--- src/psbac_pkg.sv ---
package psbac_pkg;

    // Register addresses on the serial register port
    localparam logic [7:0] ADDR_STATUS      = 8'h83;
    localparam logic [7:0] ADDR_BAL_CTRL    = 8'h84;
    localparam logic [7:0] ADDR_CONV_CTRL   = 8'h85;
    localparam logic [7:0] ADDR_OVERRIDE    = 8'h87;
    localparam logic [7:0] ADDR_RESULT_LO   = 8'hAA;
    localparam logic [7:0] ADDR_RESULT_HI   = 8'hAB;

    // Reset values
    localparam logic [7:0] RST_STATUS       = 8'h00;
    localparam logic [7:0] RST_BAL_CTRL     = 8'h00;
    localparam logic [7:0] RST_CONV_CTRL    = 8'h00;
    localparam logic [7:0] RST_OVERRIDE     = 8'h00;

    // Status field positions
    localparam int STS_SLEEP     = 6;
    localparam int STS_DOZE      = 5;
    localparam int STS_IDLE      = 4;
    localparam int STS_LOW_VOLT  = 3;
    localparam int STS_HIGH_VOLT = 2;
    localparam int STS_COLD      = 1;
    localparam int STS_HOT       = 0;

    // Conversion control field positions
    localparam int CONV_START    = 6;
    localparam int CONV_GAIN_HI  = 5;
    localparam int CONV_GAIN_LO  = 4;
    localparam int CONV_MUX_HI   = 3;
    localparam int CONV_MUX_LO   = 0;

    // Override register field positions
    localparam int OVR_FET       = 6;
    localparam int OVR_BAL       = 5;
    localparam int OVR_LOAD_MON  = 4;
    localparam int OVR_CHG_MON   = 3;
    localparam int OVR_SCAN      = 2;
    localparam int OVR_OPEN_WIRE = 1;
    localparam int OVR_BAL_ON    = 0;

    // Reserved top bit mask: RO reads zero, writes dropped
    localparam logic [7:0] WR_MASK_CONV     = 8'h7F;
    localparam logic [7:0] WR_MASK_OVR      = 8'h7F;

    // Sense amplifier gain codes
    typedef enum logic [1:0] {
        PSBAC_GAIN_X50,
        PSBAC_GAIN_X5,
        PSBAC_GAIN_X500
    } psbac_gain_t;

    // Analog multiplexer sources
    typedef enum logic [3:0] {
        PSBAC_SRC_OFF,
        PSBAC_SRC_CELL,
        PSBAC_SRC_PACK_CURRENT,
        PSBAC_SRC_BATTERY_DIV16,
        PSBAC_SRC_REGULATOR_DIV2,
        PSBAC_SRC_EXT_TEMP_ONE,
        PSBAC_SRC_EXT_TEMP_TWO,
        PSBAC_SRC_INT_TEMP
    } psbac_src_t;

    localparam logic [3:0] MUX_CELL_FIRST  = 4'h1;
    localparam logic [3:0] MUX_CELL_LAST   = 4'h8;
    localparam logic [3:0] MUX_PACK_CUR    = 4'h9;
    localparam logic [3:0] MUX_BAT_DIV     = 4'hA;
    localparam logic [3:0] MUX_REG_DIV     = 4'hB;
    localparam logic [3:0] MUX_EXT_ONE     = 4'hC;
    localparam logic [3:0] MUX_EXT_TWO     = 4'hD;
    localparam logic [3:0] MUX_INT_TEMP    = 4'hE;

    // Synchroniser depth for pin inputs
    localparam int SYNC_STAGES = 3;

endpackage

--- src/psbac_sync.sv ---
`timescale 1ns/10ps
// Three-stage synchroniser; output changes once stages two and three agree
module psbac_sync #(
    parameter int WIDTH = 1
) (
    // Clock and reset
    input  wire logic             sys_clk,
    input  wire logic             rst_n,
    // Data
    input  wire logic [WIDTH-1:0] async_in,
    output logic      [WIDTH-1:0] sync_out
);

    logic [WIDTH-1:0] stage_one;
    logic [WIDTH-1:0] stage_two;
    logic [WIDTH-1:0] stage_three;

    always_ff @(posedge sys_clk or negedge rst_n) begin
        if (!rst_n) begin
            stage_one   <= '0;
            stage_two   <= '0;
            stage_three <= '0;
        end else begin
            stage_one   <= async_in;
            stage_two   <= stage_one;
            stage_three <= stage_two;
        end
    end

    // Per bit: accept only when the two settled stages agree
    always_ff @(posedge sys_clk or negedge rst_n) begin
        if (!rst_n) begin
            sync_out <= '0;
        end else begin
            for (int i = 0; i < WIDTH; i++) begin
                if (stage_two[i] == stage_three[i]) begin
                    sync_out[i] <= stage_three[i];
                end
            end
        end
    end

endmodule // psbac_sync

--- src/psbac_regs.sv ---
`timescale 1ns/10ps
// Functional notes
// - Status flags follow their conditions by hardware; host writes ignored.
// - Sleep flag set on sleep entry; cleared at power-up, charger rise, load fall, sleep exit.
// - Doze flag reads one while device is doze_mode_flag mode.
// - Idle flag reads one while device is in idle mode.
// - All mode flags zero: normal or powered down; powered down is silent.
// - Low-voltage flag set when all cells below minimum; clears otherwise.
// - High-voltage flag set when all cells above maximum; clears otherwise.
// - Cold flag set while pack below low-temperature limit.
// - Hot flag set while pack above high-temperature limit.
// - Balance control bits drive balance outputs only under balance override.
// - Balance bit zero requests off, one requests on; all reset zero.
// - Under override without fault, output on only if global balance-on and cell bit.
// - Without override, automatic balancing owns outputs and may use bits.
// - Start, gain and mux fields act only under scan override.
// - Start bit launches one conversion and self-clears.
// - Gain field: 00 x50, 01 x5, 10 and 11 x500.
// - Mux field selects off, cells, current, battery, regulator, temps.
// - Manual conversion results under scan override land in result pair.
// - Override register holds override bits, open-wire start, balance-on.
module psbac_regs #(
    parameter int CELLS       = 8,
    parameter int RESULT_BITS = 16
) (
    // Clock and reset
    input  wire logic                   sys_clk,
    input  wire logic                   rst_n,
    // Register port
    input  wire logic                   reg_wr,
    input  wire logic                   reg_rd,
    input  wire logic [7:0]             reg_addr,
    input  wire logic [7:0]             reg_wdata,
    output logic      [7:0]             reg_rdata,
    output logic                        reg_ack,
    // Power state from the mode controller
    input  wire logic                   powered_down,
    input  wire logic                   sleep_mode,
    input  wire logic                   doze_mode,
    input  wire logic                   idle_mode,
    // Monitor pins
    input  wire logic                   charger_monitor_input,
    input  wire logic                   load_monitor_input,
    // Balance conditions from the measurement comparators
    input  wire logic                   cells_below_min,
    input  wire logic                   cells_above_max,
    input  wire logic                   pack_below_cold,
    input  wire logic                   pack_above_hot,
    input  wire logic                   balance_fault,
    // Automatic engine
    input  wire logic [CELLS-1:0]       auto_balance_out,
    input  wire logic                   auto_conv_start,
    input  wire logic [1:0]             auto_gain,
    input  wire logic [3:0]             auto_mux,
    // Converter
    input  wire logic                   conv_done,
    input  wire logic [RESULT_BITS-1:0] conv_result,
    output logic                        conv_start,
    output logic [1:0]                  amp_gain,
    output psbac_pkg::psbac_src_t       mux_source,
    output logic [3:0]                  mux_cell,
    // Balance FET drives
    output logic [CELLS-1:0]            balance_out,
    // Override outputs toward neighbouring logic
    output logic                        host_fet_override,
    output logic                        host_load_mon_override,
    output logic                        host_charger_mon_override,
    output logic                        open_wire_start,
    output logic                        host_balance_override,
    output logic                        host_scan_override,
    output logic                        global_balance_on
);

    logic [1:0]             mon_sync;
    logic                   chg_prev;
    logic                   load_prev;
    logic                   sleep_flag;
    logic                   sleep_prev;
    logic [3:0]             bal_flags;
    logic [7:0]             cell_balance_output_control;
    logic                   conversion_start_bit;
    logic [1:0]             current_gain_field;
    logic [3:0]             mux_select_field;
    logic [7:0]             override_ctrl;
    logic [RESULT_BITS-1:0] manual_conversion_result;
    logic [7:0]             status_word;
    logic                   wr_ok;
    logic [1:0]             sel_gain;
    logic [3:0]             sel_mux;

    // Gain code to amplifier setting
    function automatic logic [1:0] gain_decode(input logic [1:0] code);
        case (code)
            2'h0:    gain_decode = psbac_pkg::PSBAC_GAIN_X50;
            2'h1:    gain_decode = psbac_pkg::PSBAC_GAIN_X5;
            default: gain_decode = psbac_pkg::PSBAC_GAIN_X500;
        endcase
    endfunction

    // Mux code to source class
    function automatic psbac_pkg::psbac_src_t mux_decode(
        input logic [3:0] code);
        if (code >= psbac_pkg::MUX_CELL_FIRST &&
            code <= psbac_pkg::MUX_CELL_LAST) begin
            mux_decode = psbac_pkg::PSBAC_SRC_CELL;
        end else begin
            case (code)
                psbac_pkg::MUX_PACK_CUR:
                    mux_decode = psbac_pkg::PSBAC_SRC_PACK_CURRENT;
                psbac_pkg::MUX_BAT_DIV:
                    mux_decode = psbac_pkg::PSBAC_SRC_BATTERY_DIV16;
                psbac_pkg::MUX_REG_DIV:
                    mux_decode = psbac_pkg::PSBAC_SRC_REGULATOR_DIV2;
                psbac_pkg::MUX_EXT_ONE:
                    mux_decode = psbac_pkg::PSBAC_SRC_EXT_TEMP_ONE;
                psbac_pkg::MUX_EXT_TWO:
                    mux_decode = psbac_pkg::PSBAC_SRC_EXT_TEMP_TWO;
                psbac_pkg::MUX_INT_TEMP:
                    mux_decode = psbac_pkg::PSBAC_SRC_INT_TEMP;
                default:
                    mux_decode = psbac_pkg::PSBAC_SRC_OFF;
            endcase
        end
    endfunction

    psbac_sync #(
        .WIDTH(2)
    ) u_mon_sync (
        .sys_clk  (sys_clk),
        .rst_n    (rst_n),
        .async_in ({charger_monitor_input, load_monitor_input}),
        .sync_out (mon_sync)
    );

    // Powered down: no register access is answered
    assign wr_ok = reg_wr && !powered_down;

    // Sleep flag: set on sleep entry, cleared by charger rise or load fall
    always_ff @(posedge sys_clk or negedge rst_n) begin
        if (!rst_n) begin
            chg_prev   <= 1'b0;
            load_prev  <= 1'b0;
            sleep_prev <= 1'b0;
            sleep_flag <= 1'b0;
        end else begin
            chg_prev   <= mon_sync[1];
            load_prev  <= mon_sync[0];
            sleep_prev <= sleep_mode;
            if ((mon_sync[1] && !chg_prev) ||
                (!mon_sync[0] && load_prev) || !sleep_mode) begin
                sleep_flag <= 1'b0;
            end else if (sleep_mode && !sleep_prev) begin
                sleep_flag <= 1'b1;
            end
        end
    end

    // Condition flags track their causes; no write path exists
    always_ff @(posedge sys_clk or negedge rst_n) begin
        if (!rst_n) begin
            bal_flags <= 4'h0;
        end else begin
            bal_flags <= {cells_below_min,
                          cells_above_max,
                          pack_below_cold,
                          pack_above_hot};
        end
    end

    // Status word; top bit reads zero
    always_comb begin
        status_word = psbac_pkg::RST_STATUS;
        status_word[psbac_pkg::STS_SLEEP] = sleep_flag;
        status_word[psbac_pkg::STS_DOZE]  = doze_mode;
        status_word[psbac_pkg::STS_IDLE]  = idle_mode;
        status_word[psbac_pkg::STS_LOW_VOLT:psbac_pkg::STS_HOT] = bal_flags;
    end

    // Per-cell balance request bits
    always_ff @(posedge sys_clk or negedge rst_n) begin
        if (!rst_n) begin
            cell_balance_output_control <= psbac_pkg::RST_BAL_CTRL;
        end else if (wr_ok && reg_addr == psbac_pkg::ADDR_BAL_CTRL) begin
            cell_balance_output_control <= reg_wdata;
        end
    end

    // Override control register; reserved bit kept zero
    always_ff @(posedge sys_clk or negedge rst_n) begin
        if (!rst_n) begin
            override_ctrl <= psbac_pkg::RST_OVERRIDE;
        end else if (wr_ok && reg_addr == psbac_pkg::ADDR_OVERRIDE) begin
            override_ctrl <= reg_wdata & psbac_pkg::WR_MASK_OVR;
        end else begin
            // Open-wire start is a one-shot request
            override_ctrl[psbac_pkg::OVR_OPEN_WIRE] <= 1'b0;
        end
    end

    assign host_fet_override         = override_ctrl[psbac_pkg::OVR_FET];
    assign host_balance_override     = override_ctrl[psbac_pkg::OVR_BAL];
    assign host_load_mon_override    = override_ctrl[psbac_pkg::OVR_LOAD_MON];
    assign host_charger_mon_override = override_ctrl[psbac_pkg::OVR_CHG_MON];
    assign host_scan_override        = override_ctrl[psbac_pkg::OVR_SCAN];
    assign open_wire_start           = override_ctrl[psbac_pkg::OVR_OPEN_WIRE];
    assign global_balance_on         = override_ctrl[psbac_pkg::OVR_BAL_ON];

    // Conversion control fields; start bit clears after one cycle
    always_ff @(posedge sys_clk or negedge rst_n) begin
        if (!rst_n) begin
            conversion_start_bit <= 1'b0;
            current_gain_field   <= 2'h0;
            mux_select_field     <= 4'h0;
        end else if (wr_ok && reg_addr == psbac_pkg::ADDR_CONV_CTRL) begin
            conversion_start_bit <= reg_wdata[psbac_pkg::CONV_START];
            current_gain_field   <=
                reg_wdata[psbac_pkg::CONV_GAIN_HI:psbac_pkg::CONV_GAIN_LO];
            mux_select_field     <=
                reg_wdata[psbac_pkg::CONV_MUX_HI:psbac_pkg::CONV_MUX_LO];
        end else begin
            conversion_start_bit <= 1'b0;
        end
    end

    // Manual fields only steer the converter under scan override
    assign sel_gain = host_scan_override ? current_gain_field
                                         : auto_gain;
    assign sel_mux  = host_scan_override ? mux_select_field
                                         : auto_mux;

    always_ff @(posedge sys_clk or negedge rst_n) begin
        if (!rst_n) begin
            conv_start <= 1'b0;
            amp_gain   <= psbac_pkg::PSBAC_GAIN_X50;
            mux_source <= psbac_pkg::PSBAC_SRC_OFF;
            mux_cell   <= 4'h0;
        end else begin
            conv_start <= host_scan_override ? conversion_start_bit
                                             : auto_conv_start;
            amp_gain   <= gain_decode(sel_gain);
            mux_source <= mux_decode(sel_mux);
            mux_cell   <= (mux_decode(sel_mux) == psbac_pkg::PSBAC_SRC_CELL)
                          ? sel_mux : 4'h0;
        end
    end

    // Result pair captures manual conversions only
    always_ff @(posedge sys_clk or negedge rst_n) begin
        if (!rst_n) begin
            manual_conversion_result <= '0;
        end else if (conv_done && host_scan_override) begin
            manual_conversion_result <= conv_result;
        end
    end

    // Balance outputs: host bits under override, else automatic engine
    always_ff @(posedge sys_clk or negedge rst_n) begin
        if (!rst_n) begin
            balance_out <= '0;
        end else if (balance_fault) begin
            balance_out <= '0;
        end else if (host_balance_override) begin
            balance_out <= global_balance_on
                ? cell_balance_output_control[CELLS-1:0]
                : '0;
        end else begin
            balance_out <= auto_balance_out;
        end
    end

    // Read path; unmapped addresses read zero
    always_ff @(posedge sys_clk or negedge rst_n) begin
        if (!rst_n) begin
            reg_rdata <= 8'h00;
            reg_ack   <= 1'b0;
        end else begin
            reg_ack <= (reg_rd || reg_wr) && !powered_down;
            if (reg_rd && !powered_down) begin
                case (reg_addr)
                    psbac_pkg::ADDR_STATUS:    reg_rdata <= status_word;
                    psbac_pkg::ADDR_BAL_CTRL:
                        reg_rdata <= cell_balance_output_control;
                    psbac_pkg::ADDR_CONV_CTRL:
                        reg_rdata <= {1'b0, conversion_start_bit,
                                      current_gain_field, mux_select_field};
                    psbac_pkg::ADDR_OVERRIDE:  reg_rdata <= override_ctrl;
                    psbac_pkg::ADDR_RESULT_LO:
                        reg_rdata <= manual_conversion_result[7:0];
                    psbac_pkg::ADDR_RESULT_HI:
                        reg_rdata <= manual_conversion_result[15:8];
                    default:                   reg_rdata <= 8'h00;
                endcase
            end
        end
    end

endmodule // psbac_regs

--- config.mk ---
export PLATFORM = sky130hd
export DESIGN_NAME = psbac_regs
export DESIGN_NICKNAME = d
export VERILOG_FILES = /design/src/psbac_pkg.sv /design/src/psbac_sync.sv /design/src/psbac_regs.sv
export SDC_FILE = /design/constraint.sdc
export NUM_CORES = 1
export LEC_CHECK = 0
export ABC_AREA = 1
export BUFFER_PORTS_ARGS = -buffer_cell sky130_fd_sc_hd__buf_2
export CORE_ASPECT_RATIO = 2
export CORE_MARGIN = 1.5
export CORE_UTILIZATION = 52
export CTS_CLUSTER_SIZE = 12
export DETAILED_ROUTE_END_ITERATION = 10
export PLACE_DENSITY_LB_ADDON = 0.12
export SYNTH_ARGS = -nofsm -noshare
export SYNTH_HDL_FRONTEND = slang
export SYNTH_SLANG_ARGS = --single-unit
--- constraint.sdc ---
create_clock -name sys_clk -period 2.2 [get_ports sys_clk]
set_clock_uncertainty 0.2 [all_clocks]
set_input_delay 0.44 -clock sys_clk [delete_from_list [all_inputs] [get_ports sys_clk]]
set_output_delay 0.44 -clock sys_clk [all_outputs]
set_load 0.005 [all_outputs]
==> results.cfg <==
[power]
ir_drop_mv = 0.582
power.leakage_nw = 2.41
power_density_mw_per_mm2 = 789

[drt]
drtIter0Drc = 127
drt_wl_total_um = 7700
drc = 0
avgViaCountPerCell = 4.84
vias = 2853
avgRoutedWirePerCell_um = 13.1
drt_pass1_iterations = 6
ant_nets = 0

[clock_network]
root_buffer = clkbuf_16
cts.sinks = 81
cts_buffers = 9
cts_tree = built
cts_resized = 0
htree_levels = 3
clk_latency_ps = 340
clk_pin_slew_ps = 60
cts.path.max_buffers = 2

[floorplanning]
die-area_mm2 = 0.00721
num_rows = 42
ioPinCount = 98
initial_utilization_pct = 53.3
die_width_um = 60.8
die_y_um = 119
coreArea_mm2 = 0.00652

[synthesis]
synth_area_mm2 = 0.00347
synth_edf_count = 0
syn_nets = 446
synth_seq_area_share_pct = 58.4
ys_async_sr_fraction_pct = 100
synth_flop_cell = dfrtp_1
avgSynthCellArea_um2 = 9.07
postSynthCellCount = 383
yosys.cell_types.count = 25
yosys_warnings = 0
synth-seq-cells = 81

[grt]
antenna_found_initial = 0
grt_max_degree = 39
grtUsageTotal_pct = 23.9
gr-total-overflow = 0
grt_pass1_wl_um = 12500
grt_pass1_vias = 2673

[timing]
rsz0062_at_grt = no
finalSetupViolCount = 0
slew_viol_final = 0
hold_viol = 0
slew_headroom_pct = 58.8
fin_crit_sh_pct = 79.6
fin_ws_ps = 448
period_needed_ps = 1750
hold-worst-slack_ps = 13.4
setup_tns_ps = 0
fmaxAchievable_ghz = 0.571
worst_pin_slew_ps = 615

[placed_design]
io_buffers = 96
place_ws_ps = 159
gp_congestion = 0.813
placed_cells = 567
hpwl_um = 5740

[job]
cap_violations = 0

[critical_path]
path_cells = buf_2
critPathLaunchType = flip-flop
crit_required_ps = 1560
cp.arrival_ps = 1110
crit_buf_inv = 1
max_stage_delay_ps = 580
cp_top_family = flip-flops
r2r_slack_ps = 470
cp-end-kind = output port
setup.worst_path.class = reg2out
slowest_stage = dfrtp_1
worstPathMaxFanout = 12

[finish]
layout.nets = 559
drive_gt1_share_pct = 29.1
syn2layout_area_growth_pct = 28.8
final_cells = 589
n_antenna_cell = 0
post-route-util_pct = 68.6

[outcome]
status = completed

[hold_path]
holdCritPathClass = in2reg
==> area by class of cell <==
| class | count | area [um^2] |
|---|---|---|
| flip-flops and latches | 81 | 2030 |
| inverters | 55 | 206 |
| well taps | 88 | 110 |
| clock buffers | 11 | 233 |
| repair buffers | 114 | 646 |
| clock inverters | 5 | 80.1 |
| fillers | 568 | 2050 |
| multi-input cells | 235 | 1170 |
==> Yosys cell counts (all sizes together) (2+ instances only) <==
master  number  share of area, %
dfrtp       81                58
nand2       69               7.5
nor2        58               6.9
inv         55               5.9
nand3       37               5.3
o21ai       29               4.2
mux2        16               5.2
buf         10               1.8
a21oi        9               1.3
o22ai        8               1.4
clkbuf       2              0.22
maj3         2              0.58
nor3         2              0.29
==> through the flow <==
| step | power, W | area (um^2) |
|---|---|---|
| floorplan | 0.00181 | 3470 |
| CTS | 0.00357 | 4470 |
| global route | 0.00369 | 4470 |
| finish | 0.00353 | 4470 |
| global placement | 0.00199 | 4100 |
| detailed placement | 0.00199 | 4100 |
==> kinds of logic after synthesis <==
kind of cell / synth area share [%]
AOI/OAI and AO/OA: 7.60
adders and majority gates: 0.577
buffers and inverters: 7.96
DFF: 58.4
muxes: 5.19
other: 0.108
and+or+nand+nor: 20.2
==> path summary, 6_finish.rpt <==
check / startpoint / end / cells after the start
worst min-delay path: cells_below_min / bal_flags[3] / 1
worst max register to register: override_ctrl[2] / mux_cell[2] / 9
max in group asynchronous: rst_n / reg_rdata[0] / 3
worst max-delay path: override_ctrl[5] / host_balance_override / 1
worst min register to register: u_mon_sync.stage_one[1] / u_mon_sync.stage_two[1] / 0
min in group asynchronous: rst_n / mux_source[1] / 2
==> routing by layer <==
metal / vias up / GRT usage (%) / routed length [um]
met5: - / 0 / 0
met4: 0 / 9.51 / 178
met3: 12 / 6.89 / 398
met2: 86 / 37.6 / 3900
met1: 1315 / 30.1 / 3220
li1: 1440 / - / -
==> layout by cell type, fill, tap and decap left out <==
master / synthesis / final
buf_2: 5 / 95
bufinv_16: 0 / 2
o21ai_0: 26 / 26
clkinvlp_4: 0 / 2
nor2_2: 6 / 6
inv_2: 1 / 1
dlygate4sd3_1: 0 / 6
maj3_1: 2 / 2
clkbuf_1: 2 / 2
nor2_1: 51 / 51
buf_4: 3 / 12
nand4_1: 1 / 1
a21oi_1: 9 / 9
mux2_2: 16 / 16
o21a_1: 1 / 1
nor3_1: 2 / 2
nor2_4: 1 / 1
dfrtp_1: 81 / 81
conb_1: 1 / 1
nand3_1: 37 / 37
a221oi_1: 1 / 1
clkbuf_16: 0 / 9
buf_12: 0 / 1
inv_1: 54 / 54
clkinv_2: 0 / 1
nand2_1: 69 / 69
o211ai_1: 1 / 1
o21ai_1: 3 / 3
o22ai_1: 8 / 8
==> state kept, by name (all words and copies together) (netlist names) <==
signal,flops
bal_flags,4
u_mon_sync.sync_out,2
load_prev,1
mux_select_field,4
u_mon_sync.stage_three,2
mux_source,3
sleep_prev,1
sleep_flag,1
conversion_start_bit,1
current_gain_field,2
mux_cell,4
cell_balance_output_control,8
reg_ack,1
conv_start,1
reg_rdata,8
override_ctrl,7
manual_conversion_result,16
balance_out,8
u_mon_sync.stage_one,2
chg_prev,1
amp_gain,2
u_mon_sync.stage_two,2
==> report_power, final <==
group	total, W	internal, W	switching (W)
registers	0.00164	0.00159	0.0000490
clock network	0.00156	0.000991	0.000565
logic	0.000330	0.000158	0.000173
==> repair_timing <==
| item | CTS | global route |
|---|---|---|
| endpoints found under the hold margin | 32 | 0 |
| buffers inserted | 0 | 0 |
| hold buffers | 6 | 0 |
(Power assumes the default switching activity.)
